<file path="src/include/amw_pkg.sv">
// Package of timing constants, states and carrier types for the memory write controller
`default_nettype none
package amw_pkg;
   // Clock rate and period
   localparam int CLK_MHZ            = 20;
   localparam int CLK_PERIOD_NS      = 1000 / CLK_MHZ;
   // Interval limits in nanoseconds, startup wait in microseconds
   localparam int CYCLE_TIME_MIN_NS  = 35;
   localparam int STROBE_WIDTH_NS    = 15;
   localparam int ADDR_TO_END_G_HI   = 18;
   localparam int ADDR_TO_END_G_LO   = 20;
   localparam int DATA_SETUP_MIN_NS  = 10;
   localparam int WRITE_RECOVERY_NS  = 12;
   localparam int HIGH_HOLD_NS       = 2;
   localparam int STARTUP_WAIT_US    = 2000;
   // Least times rounded up to whole cycles
   localparam int STROBE_CYC   = (STROBE_WIDTH_NS + CLK_PERIOD_NS - 1) / CLK_PERIOD_NS;
   localparam int ADDR_END_CYC = (ADDR_TO_END_G_LO + CLK_PERIOD_NS - 1) / CLK_PERIOD_NS;
   localparam int DATA_CYC     = (DATA_SETUP_MIN_NS + CLK_PERIOD_NS - 1) / CLK_PERIOD_NS;
   localparam int LOW_CYC_RAW  = (STROBE_CYC > ADDR_END_CYC) ? STROBE_CYC : ADDR_END_CYC;
   localparam int LOW_CYC      = (LOW_CYC_RAW > DATA_CYC) ? LOW_CYC_RAW : DATA_CYC;
   localparam int REC_CYC_RAW  = (WRITE_RECOVERY_NS + CLK_PERIOD_NS - 1) / CLK_PERIOD_NS;
   localparam int HIGH_CYC     = (HIGH_HOLD_NS + CLK_PERIOD_NS - 1) / CLK_PERIOD_NS;
   localparam int REC_CYC      = (REC_CYC_RAW > HIGH_CYC) ? REC_CYC_RAW : HIGH_CYC;
   localparam int CYCLE_CYC    = (CYCLE_TIME_MIN_NS + CLK_PERIOD_NS - 1) / CLK_PERIOD_NS;
   localparam int STARTUP_CYC  = STARTUP_WAIT_US * CLK_MHZ;
   // Widths
   localparam int ADDR_W = 18;
   localparam int DATA_W = 16;
   localparam int CNT_W  = 16;
   localparam int WAIT_W = 24;

   // Controller states, one-hot
   typedef enum logic [4:0] {
      ST_STARTUP = 5'h01,
      ST_IDLE    = 5'h02,
      ST_SETUP   = 5'h04,
      ST_LOW     = 5'h08,
      ST_RECOVER = 5'h10
   } amw_state_type;

   // How the write is bounded
   typedef enum logic [1:0] {
      TERM_STROBE = 2'h0,
      TERM_SELECT = 2'h1,
      TERM_LANES  = 2'h2
   } amw_term_type;

   // Write request from the user side
   typedef struct packed {
      logic [ADDR_W-1:0] addr;
      logic [DATA_W-1:0] data;
      logic [1:0]        lanes;   // Bit 1 high lane, bit 0 low lane
      amw_term_type      term;
   } amw_req_type;

   // Memory pins driven by the controller
   typedef struct packed {
      logic [ADDR_W-1:0] addr;
      logic [DATA_W-1:0] dq_out;
      logic [DATA_W-1:0] dq_oe;
      logic              chip_sel_n;
      logic              write_strobe_n;
      logic              out_gate_n;
      logic              high_lane_sel_n;
      logic              low_lane_sel_n;
   } amw_pins_type;

   // Whole controller state
   typedef struct packed {
      amw_state_type     state;
      amw_req_type       req;
      amw_pins_type      pins;
      logic [CNT_W-1:0]  cnt;
      logic [CNT_W-1:0]  cyc_cnt;
      logic [WAIT_W-1:0] wait_cnt;
      logic              ready;
      logic              done;
   } amw_regs_type;
endpackage : amw_pkg
`default_nettype wire

</file>
<file path="src/core/amw_ctrl.sv">
// Write controller driving an asynchronous parallel nonvolatile memory
// Function
// - Write strobe, chip select and lane selects stay high at least 2 ns after rising.
// - Chip select falling edges and write cycles are spaced at least 35 ns.
// - Address is stable 18 ns (gate high) or 20 ns (gate low) before write end, 0 ns setup.
// - A strobe- or lane-terminated write holds its terminating strobe low at least 15 ns.
// - Data is valid 10 ns before write end, 0 ns hold, address kept 12 ns afterwards.
// - A select-terminated write holds chip select low at least 15 ns.
// - Both lane selects move together with no more than 2 ns skew.
// - Write limits are measured from last valid address to next address change.
// - Strobe, select or lane selects bound the write and set the reference edges.
// - Write strobe stays high in read cycles.
// - No access starts until 2 ms after power is valid, strobes held high meanwhile.
`default_nettype none
module amw_ctrl #(
   parameter int STARTUP_CYCLES = amw_pkg::STARTUP_CYC
) (
   input  wire logic                          clk_sys,
   input  wire logic                          rstn,
   input  wire logic                          req_valid,
   input  wire amw_pkg::amw_req_type          req,
   output var  logic                          req_ready,
   output var  logic                          write_done,
   output var  logic [amw_pkg::ADDR_W-1:0]    mem_addr,
   output var  logic [amw_pkg::DATA_W-1:0]    mem_dq_out,
   output var  logic [amw_pkg::DATA_W-1:0]    mem_dq_oe,
   output var  logic                          chip_sel_n,
   output var  logic                          write_strobe_n,
   output var  logic                          out_gate_n,
   output var  logic                          high_lane_sel_n,
   output var  logic                          low_lane_sel_n
);
   amw_pkg::amw_regs_type r_reg;
   amw_pkg::amw_regs_type r_next;

   // Saturating up-count of cycle counters
   function automatic logic [amw_pkg::CNT_W-1:0] inc_sat(input logic [amw_pkg::CNT_W-1:0] v);
      inc_sat = (&v) ? v : v + 16'h0001;
   endfunction : inc_sat

   // Cycle count as counter width
   function automatic logic [amw_pkg::CNT_W-1:0] cyc(input int n);
      cyc = n[amw_pkg::CNT_W-1:0];
   endfunction : cyc

   // Idle pin values: all strobes high, bus released
   function automatic amw_pkg::amw_pins_type idle_pins(input logic [amw_pkg::ADDR_W-1:0] a);
      idle_pins                 = '0;
      idle_pins.addr            = a;
      idle_pins.chip_sel_n      = 1'b1;
      idle_pins.write_strobe_n  = 1'b1;
      idle_pins.out_gate_n      = 1'b1;
      idle_pins.high_lane_sel_n = 1'b1;
      idle_pins.low_lane_sel_n  = 1'b1;
   endfunction : idle_pins

   // Next-state logic
   always_comb
   begin
      r_next         = r_reg;
      r_next.done    = 1'b0;
      r_next.cnt     = inc_sat(r_reg.cnt);
      r_next.cyc_cnt = inc_sat(r_reg.cyc_cnt);
      unique case (r_reg.state)
         amw_pkg::ST_STARTUP:
         begin
            // Strobes stay high through the power-up wait
            r_next.pins = idle_pins(r_reg.pins.addr);
            if (r_reg.wait_cnt >= STARTUP_CYCLES[amw_pkg::WAIT_W-1:0] - 24'h000001)
            begin
               r_next.state = amw_pkg::ST_IDLE;
               r_next.ready = 1'b1;
            end
            else
            begin
               r_next.wait_cnt = r_reg.wait_cnt + 24'h000001;
            end
         end
         amw_pkg::ST_IDLE:
         begin
            if (req_valid && r_reg.ready)
            begin
               // Address and data placed while every strobe is high
               r_next.req              = req;
               r_next.ready            = 1'b0;
               r_next.pins.addr        = req.addr;
               r_next.pins.dq_out      = req.data;
               r_next.pins.dq_oe       = {amw_pkg::DATA_W{1'b1}};
               r_next.state            = amw_pkg::ST_SETUP;
            end
         end
         amw_pkg::ST_SETUP:
         begin
            // Wait out the start-to-start spacing, then open the write
            if (r_reg.cyc_cnt >= cyc(amw_pkg::CYCLE_CYC))
            begin
               r_next.state   = amw_pkg::ST_LOW;
               r_next.cnt     = '0;
               r_next.cyc_cnt = '0;
               // All strobes fall on one edge; the term field picks which edge ends it
               unique case (r_reg.req.term)
                  amw_pkg::TERM_SELECT:
                  begin
                     r_next.pins.write_strobe_n  = 1'b0;
                     r_next.pins.chip_sel_n      = 1'b0;
                  end
                  amw_pkg::TERM_LANES:
                  begin
                     r_next.pins.write_strobe_n  = 1'b0;
                     r_next.pins.chip_sel_n      = 1'b0;
                  end
                  default:
                  begin
                     r_next.pins.chip_sel_n      = 1'b0;
                     r_next.pins.write_strobe_n  = 1'b0;
                  end
               endcase
               // Both lane selects from one register edge: no skew
               r_next.pins.high_lane_sel_n = ~r_reg.req.lanes[1];
               r_next.pins.low_lane_sel_n  = ~r_reg.req.lanes[0];
            end
         end
         amw_pkg::ST_LOW:
         begin
            // Hold the overlap long enough for pulse, address and data limits
            if (r_reg.cnt >= cyc(amw_pkg::LOW_CYC - 1))
            begin
               r_next.state = amw_pkg::ST_RECOVER;
               r_next.cnt   = '0;
               unique case (r_reg.req.term)
                  amw_pkg::TERM_SELECT:
                  begin
                     r_next.pins.chip_sel_n = 1'b1;
                  end
                  amw_pkg::TERM_LANES:
                  begin
                     r_next.pins.high_lane_sel_n = 1'b1;
                     r_next.pins.low_lane_sel_n  = 1'b1;
                  end
                  default:
                  begin
                     r_next.pins.write_strobe_n = 1'b1;
                  end
               endcase
            end
         end
         amw_pkg::ST_RECOVER:
         begin
            // Release the rest one cycle after the write ended
            if (r_reg.cnt == '0)
            begin
               r_next.pins = idle_pins(r_reg.pins.addr);
               r_next.pins.dq_out = r_reg.pins.dq_out;
            end
            // Address held through recovery and the high-hold interval
            if (r_reg.cnt >= cyc(amw_pkg::REC_CYC))
            begin
               r_next.pins.dq_oe = '0;
               r_next.state      = amw_pkg::ST_IDLE;
               r_next.ready      = 1'b1;
               r_next.done       = 1'b1;
            end
         end
         default:
         begin
            r_next.state = amw_pkg::ST_STARTUP;
         end
      endcase
   end

   // State register with synchronous reset
   always_ff @(posedge clk_sys)
   begin
      if (!rstn)
      begin
         r_reg          <= '0;
         r_reg.state    <= amw_pkg::ST_STARTUP;
         r_reg.pins     <= idle_pins('0);
         r_reg.cyc_cnt  <= '1;
      end
      else
      begin
         r_reg <= r_next;
      end
   end

   // Outputs straight from the state register
   assign req_ready       = r_reg.ready;
   assign write_done      = r_reg.done;
   assign mem_addr        = r_reg.pins.addr;
   assign mem_dq_out      = r_reg.pins.dq_out;
   assign mem_dq_oe       = r_reg.pins.dq_oe;
   assign chip_sel_n      = r_reg.pins.chip_sel_n;
   assign write_strobe_n  = r_reg.pins.write_strobe_n;
   assign out_gate_n      = r_reg.pins.out_gate_n;
   assign high_lane_sel_n = r_reg.pins.high_lane_sel_n;
   assign low_lane_sel_n  = r_reg.pins.low_lane_sel_n;
endmodule : amw_ctrl
`default_nettype wire

</file>
<file path="config.mk">
export PLATFORM = sky130hd
export DESIGN_NAME = amw_ctrl
export DESIGN_NICKNAME = d
export VERILOG_FILES = /design/src/include/amw_pkg.sv /design/src/core/amw_ctrl.sv
export SDC_FILE = /design/constraint.sdc
export NUM_CORES = 1
export LEC_CHECK = 0
export BUFFER_PORTS_ARGS = -buffer_cell sky130_fd_sc_hd__clkbuf_2
export CORE_AREA = 2 2 139 73
export CTS_BUF_LIST = sky130_fd_sc_hd__clkbuf_8
export CTS_CLUSTER_SIZE = 8
export DETAILED_ROUTE_END_ITERATION = 7
export DIE_AREA = 0 0 141 75
export PLACE_DENSITY_LB_ADDON = 0.3
export SLEW_MARGIN = 30
export SYNTH_ARGS = -nofsm -noshare
export SYNTH_HDL_FRONTEND = slang
export SYNTH_SLANG_ARGS = --single-unit
</file>
<file path="constraint.sdc">
create_clock -name clk_sys -period 2.5 [get_ports clk_sys]
set_input_delay 0.25 -clock clk_sys [delete_from_list [all_inputs] [get_ports clk_sys]]
set_output_delay 0.25 -clock clk_sys [all_outputs]
set_load 0.05 [all_outputs]
</file>
==> results of run 1 <==
==> cell type report <==
class	count	area [µm²]	area share [%]
Clock buffer	10	138	2.51
Clock inverter	6	87.6	1.60
Inverter	16	60.1	1.10
Multi-Input combinational cell	398	2350	43.0
Sequential cell	106	2120	38.8
Tap cell	121	151	2.77
Timing Repair Buffer	107	563	10.3
==> critical path, cell delays in order, from the launching register on <==
cell and delay (ns):
dfxtp_1 0.32, or4_4 0.54, nor4b_2 0.26, nand4_1 0.35, or4_1 0.60, a21oi_1 0.14
==> synth_stat cells (all sizes together) (3+ instances only) <==
cell	instances	area [µm²]
a21oi	44	220
a22oi	16	120
a311oi	3	26.3
a31oi	4	25.0
and2	10	63.8
and3	8	50.1
and4	3	26.3
buf	60	432
clkbuf	19	81.3
dfxtp	106	2120
ha	9	113
inv	15	56.3
mux2i	3	30.0
nand2	64	240
nand2b	5	31.3
nand3	21	105
nand4	12	75.1
nor2	51	194
nor3	15	75.1
nor3b	3	22.5
nor4	11	68.8
nor4b	4	41.3
o211ai	9	67.6
o21a	3	22.5
o21ai	28	144
o31ai	9	67.6
or3	9	57.6
or4	9	71.3
xnor2	11	96.3
xor2	7	61.3
==> final timing paths <==
path,to,startpoint
setup reg to reg,r_reg[16]$_SDFFE_PN0P_,r_reg[19]$_SDFFE_PN0P_
setup / recovery,r_reg[16]$_SDFFE_PN0P_,r_reg[19]$_SDFFE_PN0P_
hold reg to reg,mem_addr[6]$_SDFFE_PN0P_,mem_addr[6]$_SDFFE_PN0P_
hold / removal,mem_addr[12]$_SDFFE_PN0P_,req[32]
==> per-stage QoR <==
stage / instance area [µm²] / setup slack, ns
finish: 5470 / 0.228
global route: 5470 / 0.0866
floorplan: 5050 / 0.506
CTS: 5470 / 0.234
global placement: 5250 / 0.289
detailed placement: 5250 / 0.249
==> per-layer routing <==
layer | wire length [µm] | up-vias
li1 | - | 2163
met1 | 5000 | 1954
met2 | 4960 | 78
met3 | 398 | 9
met4 | 120 | 0
met5 | 0 | -
==> logic make-up (layout without fill, tap and decap cells) <==
logic type	count (synthesis)	in the layout	synth area share, %
multiplexers	3	3	0.594
adder cells (fa/ha/maj)	9	9	2.23
other	1	1	0.0742
AND/OR/NAND/NOR	233	233	23.6
AO/OA/AOI/OAI	134	134	16.9
buffers and inverters	96	139	11.5
flip-flops	106	106	42.0
XOR/XNOR	18	18	3.12
==> cell usage in the layout, fill, tap and decap left out, types with 9 or more instances in the layout <==
cell type	n
xnor2_1	11
o31ai_1	9
a22oi_1	16
o211ai_1	9
nand3_1	21
inv_1	15
dfxtp_1	106
nor3_1	14
nor4_1	11
o21ai_0	27
clkbuf_8	10
and2_1	9
nand2_1	64
ha_1	9
a21oi_1	44
nor2_1	50
buf_4	11
clkbuf_2	96
nand4_1	12
==> power groups by stage <==
stage	Combinational [mW]	Clock (mW)	Sequential [mW]
after floorplan	0.949	0	2.01
after global placement	1.18	0	2.05
after detailed placement	1.20	0	2.05
after CTS	1.21	1.21	2.02
after global routing	1.37	1.27	2.04
final	1.20	1.17	2.02
==> results.txt, run 1 <==
The run finished with clean final reports. The floorplan step defined a core boundary enclosing 0.00929 mm². The congestion estimate from routability-driven global placement came to 0.831.

The tools report the synthesized area as 0.00505 mm². The final clock period utilization by the worst path was 90.9%. Timing would allow up to 0.440 GHz.

Power share of the sequential group: 46.0%. The first global-routing pass estimated 17200 µm of wire. The total of endpoints with negative setup slack in the final report was 0. Transition time at the pin with the least slew margin: 0.539 ns. The count of endpoints failing hold in the final timing report came out at 0. The worst setup path is captured at a flop.

The routed layout has 4204 vias. The setup check on the worst reg-to-reg path leaves a slack of 0.23 ns. Number of slew-limit violations in the final report: 0. The logs give 26.7% for the clock group share of total power and 236 for the violation count after the first detailed-route iteration. Measured against its own limit, the worst slew margin works out to 64.0%. The clock-pin slew of the registers on the worst-case setup and hold paths is 0.10 ns, and the number of ports placed on the die boundary is 98. A synthesized cell averages 8.42 µm². In this run, the combinational gates consume 27.4% of the power. TritonCTS built the clock tree. The number of buffers added to fix hold violations after cts came out at 0. The critical path class was flop to flop. The tool flagged a number of max-cap violations equal to 0.

The run gives 106 as the clock net sink count. The worst path needs 2.27 ns of the cycle, external delays included. For the layout filler cell count, the log shows 842. Setup repair after global routing left no endpoint under its margin. The count of state elements after synthesis came out at 106.

Most frequently used flop master after synthesis: dfxtp_1. The worst clock skew on the final layout came out at 0.00803 ns. The number of setup buffers added after CTS is 0. The logs give 2.94 mW for the internal power of the cells and 0 for the initial antenna violation count.

The effective utilization at floorplan was 54.4%. The tools report the number of global-route vias before repair as 3729. The number of enable-type register cells in the synthesized netlist works out to 0. Measured along the y axis, the die boundary spans 75 µm. The flip-flop count of the largest register, all copies and words added came out at 65. The run gives 42.0% as the sequential element share of the synthesized area. The number of instances in the placed design came out at 748. The required time at the worst-slack endpoint came out at 2.80 ns.

DRC violation count after routing: 0. Global routing consumed, on the met1 layer, 24.8% of the routing resources. Counting every instance in the synthesized netlist gives 600. The chip width is 141 µm. The root buffer cell chosen for the clock tree is clkbuf_8. Summed over all cells, the static leakage comes to 2.16 nW.

The path class of the lowest-slack min-delay path was input pin to flop. The design draws 4.40 mW. In the synthesized netlist the async set-or-reset flop fraction comes to 0%. The worst register-to-register path has a depth of 5.

Counting the buffers created by CTS gives 9. The deepest clock path buffer count was 2. The arrival time of data at the critical path endpoint was 2.57 ns; the number of non-filler instances in the completed layout was 764. The largest fanout on the critical path was 11.

After global routing, the most crowded layer is met2. The detail route stage leaves a number of antenna-violating nets equal to 0. Switching power share of the total: 33.2%. At the end of the flow the core is filled with cells to 58.9%. From synthesis to final layout, the design area changed by 8.35%. The first detailed-routing pass took 4 iterations.

The tools report the worst-skew pair later-pin latency as 0.37 ns. Startpoint class of the critical path: a flop. The die covers 0.0106 mm².

Wires add up to 10500 µm. Number of cells upsized or downsized after cts: 0. The count of port buffers added during placement works out to 96. Via density per instance: 5.50.

For this run, the number of Yosys warnings is 0. The global-route track usage on met3 came out at 5.47%. Global routing used 20.2% of the available tracks. For the row count, the log shows 25. The logs give 7240 µm for the HPWL reported at the end of detailed placement and 0 ns for the total negative slack for setup checks. The clock tree synthesis step divided the H-tree into 3 levels. The logs give 0 for the overall overflow remaining after global route and 40 for the maximum number of pins on one net before global-route repair. Counting instances, the worst hold path has a depth of 3. At the end of the flow, the number of nets in the layout was 688.

Cells with a size suffix above 1 make up 20.7% of the layout. For met2 alone, demand over resource in global routing was 36.0%. The number of antenna diodes in the final layout is 0. Hold timing on the final database bottoms out at a slack of 0.0911 ns. The number of nets handed over by synthesis was 650. For this design the ratio of total power to cell area is 804 mW/mm². The worst supply voltage drop on vdd is 0.320 mV, and the detailed-route wire length per cell is 13.7 µm. The switching power total was 1.46 mW; the number of distinct library cells after synthesis was 62.
(Power assumes the default switching activity.)
==> run 2, diff against run 1 <==
CORE_AREA = 2 2 71 141   (was 2 2 139 73)
DIE_AREA = 0 0 73 143   (was 0 0 141 75)
==> run 2 against run 1 <==
Global-route usage grew 1.2 points. Hold slack lost 0.0081 ns. Largest cell class unchanged. Critical path depth is the same.
==> results.txt, run 2 (same netlist as run 1, synthesis figures left out) <==
The violation count after the first detailed-route iteration was 292; the worst supply voltage drop on vdd was 0.417 mV. The tree built by TritonCTS fans out to 106 sinks. Data on the critical path arrives at its endpoint at 2.49 ns. The effective utilization at floorplan is 54.2%, and the area growth from synthesis to final layout is 7.60%. The CTS root buffer is clkbuf_8. The HPWL after detailed placement is 8070 µm.

During I/O placement, the number of pins put on the boundary was 98. The region available for standard cell placement spans 0.00932 mm². Of the total power, the clock network draws 24.3%.

The placement-stage worst setup slack is 0.334 ns, and the count of endpoints failing hold in the final timing report is 0. The tools report the initial antenna violation count as 0. Setup repair after global routing left no endpoint under its margin. The detail route stage leaves a number of antenna-violating nets equal to 0. The peak per-stage delay on the critical path is 0.56 ns. The number of buffers inserted during clock tree synthesis is 9.

The critical path endpoint is r_reg[16]$_SDFFE_PN0P_. The power density over cell area is 787 mW/mm², and the number of nets in the layout is 690. Using the TritonRoute via totals, the vias-per-cell ratio works out to 5.80. Die height: 143 µm. In this run the worst path has a maximum fanout of 8. The capture point of the worst reg-to-reg path was r_reg[16]$_SDFFE_PN0P_.

The H-tree generated during clock tree synthesis spans 3 levels. The run finished with clean final reports. TritonCTS built the clock tree.

In the final routed layout, each cell accounts on average for 14.7 µm. The tools report the maximum number of pins on one net before global-route repair as 60. The worst pin sits at a relative slew slack of 48.4%. The critical path is of the flop to flop type.

The library cells used most frequently in the layout, excluding fill and tap cells, are dfxtp_1 (106), clkbuf_2 (96), nand2_1 (64), nor2_1 (50), a21oi_1 (44). The maximum operating frequency was 0.459 GHz. At the pin with the least slew margin, the transition time is 0.767 ns. Clock-pin slew was measured on the worst setup and hold paths at 0.10 ns. The register with the most flip-flops in the layout has 65 of them. The layout filler cell count is 854, and the required time at the worst-slack endpoint is 2.81 ns. Setup violations remaining at the end of the flow were counted as 0. The first TritonRoute pass finished after 4 iterations.

Summed over all layers, the routed wires come to 11000 µm. The critical path starts at r_reg[19]$_SDFFE_PN0P_. The overall overflow remaining after global route was 0; the last weighted congestion value of the routability-driven placer was 0.925. For the number of diodes added for antenna fixing, the log shows 0. For the finished layout, the period the worst path requires is 2.18 ns. Setup total negative slack on the finished layout was measured at 0 ns.

The die covers 0.0104 mm². The internal power of the cells is 2.84 mW, and the number of buffers added to fix hold violations after cts is 0. Global routing used 21.5% of the available tracks. The switching power total was 1.44 mW. Post-CTS repair timing setup buffer count: 0. Net switching is 33.6% of the power. The number of gates resized after CTS was 0. The number of max-cap violations came out at 0. Startpoint class of the critical path: a flop. The first-pass GRT wire length was 17900 µm. Across all setup checks in the final design, the least slack found is 0.323 ns. Path class of the lowest-slack min-delay path: input pin to flop. The tools report the DRC violation count after routing as 0. The power share of the sequential group came out at 47.3%. The startpoint of the worst-slack reg-to-reg timing path was r_reg[19]$_SDFFE_PN0P_. The clock arrives with 0.0134 ns of skew.

The deepest clock path buffer count was 2; the number of slew-limit violations in the final report was 0. The largest individual stage delay along the critical path comes from the cell or4_1. The row count is 50. Cells with a size suffix above 1 make up 20.7% of the layout. The number of cells traversed by the worst register-to-register path was 5; the power share of the combinational group was 28.4%.

The chip width was 73 µm. After layout, the worst path uses 87.1% of the clock period. Gate family responsible for the most delay along the worst path: simple AND/OR/NAND/NOR gates.

The logs give 4337 for the total number of vias and 4123 for the number of global-route vias before repair. The most common library cell in the layout ignoring fill and taps was dfxtp_1. The signal on the critical path passes through or4_4 > nor4b_2 > nand4_1 > or4_1 > a21oi_1.

The critical path contains buffers and inverters numbering 0 combined. The setup slack on the worst flop-to-flop path came out at 0.32 ns. The count of port buffers added during placement came out at 96. The nature of the critical path endpoint is a flop. Worst-skew pair later-pin latency: 0.38 ns.

The critical path runs through a total of 5 cells. The analysis attributes to cell leakage a power of 2.15 nW.
==> run 2: per-layer routing <==
| metal | vias to the layer above | part of all wire, % | global-route usage [%] |
|---|---|---|---|
| li1 | 2160 | - | - |
| met2 | 118 | 54 | 40.0 |
| met1 | 2029 | 39 | 21.7 |
| met3 | 30 | 3.5 | 4.30 |
| met5 | - | 0 | 0 |
| met4 | 0 | 3.5 | 10.6 |
==> run 2: worst min-delay path by stage <==
stage	end	from	cells past startpoint
final	mem_addr[17]$_SDFFE_PN0P_	req[37]	3
after global routing	mem_addr[4]$_SDFFE_PN0P_	req[24]	3
after CTS	mem_addr[17]$_SDFFE_PN0P_	req[37]	3
after detailed placement	r_reg[18]$_SDFFE_PN0P_	r_reg[18]$_SDFFE_PN0P_	1
after global placement	mem_addr[14]$_SDFFE_PN0P_	mem_addr[14]$_SDFFE_PN0P_	2
after floorplan	mem_addr[0]$_SDFFE_PN0P_	req[20]	2
==> run 2: power by group through the flow <==
stage                     sequential, mW  clock [mW]  combinational, mW
final                               2.02        1.04               1.21
after detailed placement            2.06           0               1.21
after floorplan                     2.01           0              0.949
after global routing                2.05        1.13               1.37
after global placement              2.05           0               1.17
after CTS                           2.02        1.07               1.22
==> run 2: stage by stage <==
step / hold WS [ns] / instance area [µm²] / power (mW) / cells / util [%]
5_1_grt: 0.0725 / 5440 / 4.55 / 748 / 58.3
3_3_place_gp: 0.442 / 5240 / 3.22 / 733 / 56.2
3_5_place_dp: 0.445 / 5240 / 3.27 / 733 / 56.2
4_1_cts: 0.0702 / 5440 / 4.31 / 748 / 58.3
6_report: 0.0830 / 5440 / 4.28 / 748 / 58.3
2_1_floorplan: 0.383 / 5050 / 2.96 / 600 / -
==> run 2: area by class of cell <==
type / count / area, µm² / share of cell area (%)
tap: 104 / 130 / 2.39
clock inverter: 5 / 56.3 / 1.04
clock buffer: 10 / 138 / 2.53
sequential: 106 / 2120 / 39.0
timing repair buffer: 109 / 578 / 10.6
multi-input combinational: 398 / 2350 / 43.3
inverter: 16 / 60.1 / 1.10
==> run 2: worst reg2reg max path, cell delays in order (launching register included) <==
cell	delay [ns]
dfxtp_1	0.32
or4_4	0.54
nor4b_2	0.27
nand4_1	0.29
or4_1	0.57
a21oi_1	0.14
==> run 3, diff against run 2 <==
CORE_AREA = 4 4 73 143   (was 2 2 71 141)
DIE_AREA = 0 0 77 147   (was 0 0 73 143)
==> run 3 against run 2 <==
Utilization increased by 0.19 points. Power up 2.1%. Final cell count rose by 0.13%. Register-to-register slack got worse by 0.10 ns. Setup slack got worse by 0.10 ns. Highest routed layer unchanged.
==> results.txt, run 3 (same netlist as run 1, synthesis figures left out) <==
Clock-pin slew was measured on the worst setup and hold paths at 0.11 ns. The clock passes through at most 2 buffers. The run gives 0 as the residual antenna-violating net count after detailed routing. The tools report the nature of the critical path endpoint as a flop. The flow ran to the end, and the final reports show no timing, DRC or antenna violations. For the number of max-cap violations, the log shows 0. The first global-routing pass estimated 18900 µm of wire.

For this block, the routed nets add up to 11200 µm of wire. In this design, the stage delay of the slowest critical-path cell is 0.60 ns. The layout filler cell count came out at 880. Overall overflow remaining after global route: 0. The CTS root buffer is clkbuf_8. The cell depth of the worst setup path is 5, and the worst clock skew on the final layout is 0.0145 ns. The wire-length estimate of the detail-placed layout is 8220 µm. For the number of nets in the layout, the log shows 690. In this run, the number of DRC markers left after iteration 0 of detailed routing was 284. Total power for the finished layout comes to 4.37 mW.

The H-tree was split into 3 levels. Across the whole layout, storage elements account for 0.00212 mm². The floorplan step defined a die boundary enclosing 0.0113 mm². The flip-flop count of the largest register, all copies and words added came out at 65. The arrival time of data at the critical path endpoint was 2.59 ns. The capture point of the worst reg-to-reg path was r_reg[16]$_SDFFE_PN0P_.

In the finished design, the share of the clock period the worst path needs comes to 91.2%. The maximum number of pins on one net before global-route repair was 60; the number of buffers added to fix hold violations after cts was 0. The placeable core region is 0.00932 mm², and the placement-stage worst setup slack is 0.212 ns. The number of buffers inserted during clock tree synthesis came out at 9. The via density per instance is 5.84, and the required time at the worst-slack endpoint is 2.81 ns.

The chip width was 77 µm; the area of the multi-input gates was 0.00235 mm². Leaving out fill and tap cells, the most frequent cell in the layout is dfxtp_1. After detailed routing, the number of remaining DRC violations is 0. In this run the power density over the cells is 801 mW/mm². Across the VDD grid, the largest voltage drop is 0.580 mV.

The run gives 0.439 GHz as the maximum operating frequency. For the total number of vias, the log shows 4373. The final design utilization is 58.5%. The detailed-route wire length per cell is 15.0 µm, and the area growth from synthesis to final layout is 7.95%. The floorplan step set the die height to 147 µm. The logs give 52.3% for the relative max-transition margin and 54.2% for the effective utilization at floorplan. The tools report the number of search-and-repair iterations in the first detailed-routing pass as 5. The startpoint class of the critical path is a flop. The number of cells on the worst reg-to-reg path is 5.

The slowest cell on the critical path is or4_1. The later pin in the worst-skew pair is clocked with a latency of 0.39 ns. For the total track usage, the log shows 20.2%. Broken down by cell family, the worst path's largest delay share belongs to simple AND/OR/NAND/NOR gates. The initial antenna violation count came out at 0. TritonCTS built the clock tree. The source of the worst hold timing path was req[0].

The number of global-route vias before repair was 4206. The signal on the critical path passes through or4_4 > nor4b_2 > nand4_1 > or4_1 > a21oi_1. The congestion estimate from routability-driven global placement came to 0.896. The post-layout minimum cycle time was 2.28 ns. The fraction of layout cells with a size suffix above 1 was 20.9%; the slack of the critical path was 0.220 ns.

98 I/O pins were placed. After clock tree synthesis, the setup repair step added 0 buffers. In this run the worst path has a maximum fanout of 11. For the pin with the worst max-slew slack, the measured transition is 0.709 ns. After routing, the total negative slack on setup checks comes to 0 ns.

In this run the worst hold path is classified as input pin to flop. The row count was 50; the sum of buffers and inverters on the critical path was 0. The count of port buffers added during placement is 96. The final non-filler cell area is 0.00545 mm².

The critical path in this run is classified as flop to flop. The critical path starts at r_reg[19]$_SDFFE_PN0P_. The count of endpoints failing hold in the final timing report is 0, and the number of diodes added for antenna fixing is 0. Setup violations remaining at the end of the flow were counted as 0.

Setup repair after global routing left no endpoint under its margin. Setup slack on the worst reg-to-reg path comes out at 0.22 ns. The startpoint identified for the worst register-to-register timing path is r_reg[19]$_SDFFE_PN0P_. The run gives 0.00524 mm² as the placed standard-cell area. The analysis attributes to cell leakage a power of 2.17 nW. The number of slew-limit violations in the final report is 0. Once the clock tree was built, the resizer swapped 0 gates to a different size. In the layout the commonest cells are dfxtp_1 (106), clkbuf_2 (96), nand2_1 (64), nor2_1 (50), a21oi_1 (44). The tools report the clock net sink count as 106. Critical path endpoint: r_reg[16]$_SDFFE_PN0P_.
run 3: worst min-delay path: stages:
cell	delay [ns]
clkbuf_2	0.08
nand2_1	0.04
a21oi_1	0.05
run 3: worst min-delay path by stage:
stage                                 to  slack [ns]  depth (start not counted)
2_1_floorplan   mem_addr[0]$_SDFFE_PN0P_        0.38                          2
3_3_place_gp    mem_addr[6]$_SDFFE_PN0P_        0.44                          2
3_5_place_dp   mem_addr[13]$_SDFFE_PN0P_        0.45                          2
4_1_cts         mem_addr[9]$_SDFFE_PN0P_        0.05                          3
5_1_grt        mem_addr[14]$_SDFFE_PN0P_        0.06                          3
6_report         r_reg[113]$_SDFFE_PN0P_        0.07                          3
run 3: stage by stage:
stage | cells | hold slack, ns
after CTS | 749 | 0.0511
final | 749 | 0.0677
after floorplan | 600 | 0.383
after global placement | 733 | 0.441
after global routing | 749 | 0.0611
after detailed placement | 733 | 0.448
run 3: area by class of cell:
cell class	count	area share (%)
Multi-Input combinational cell	398	43.1
Timing Repair Buffer	109	10.6
Clock inverter	6	1.35
Clock buffer	10	2.52
Sequential cell	106	38.9
Tap cell	104	2.39
Inverter	16	1.10
run 3: metal layers:
metal	track usage, %	vias up	wire length [µm]
met5	0	-	0
met4	9.98	0	263
met3	3.74	24	493
met2	38.3	120	6160
met1	20.7	2067	4320
li1	-	2162	-
run 3: report_power, final:
part | leakage (nW) | switching [mW] | internal, mW
Sequential | 0.858 | 0.198 | 1.83
Combinational | 1.20 | 0.693 | 0.529
Clock | 0.107 | 0.615 | 0.501
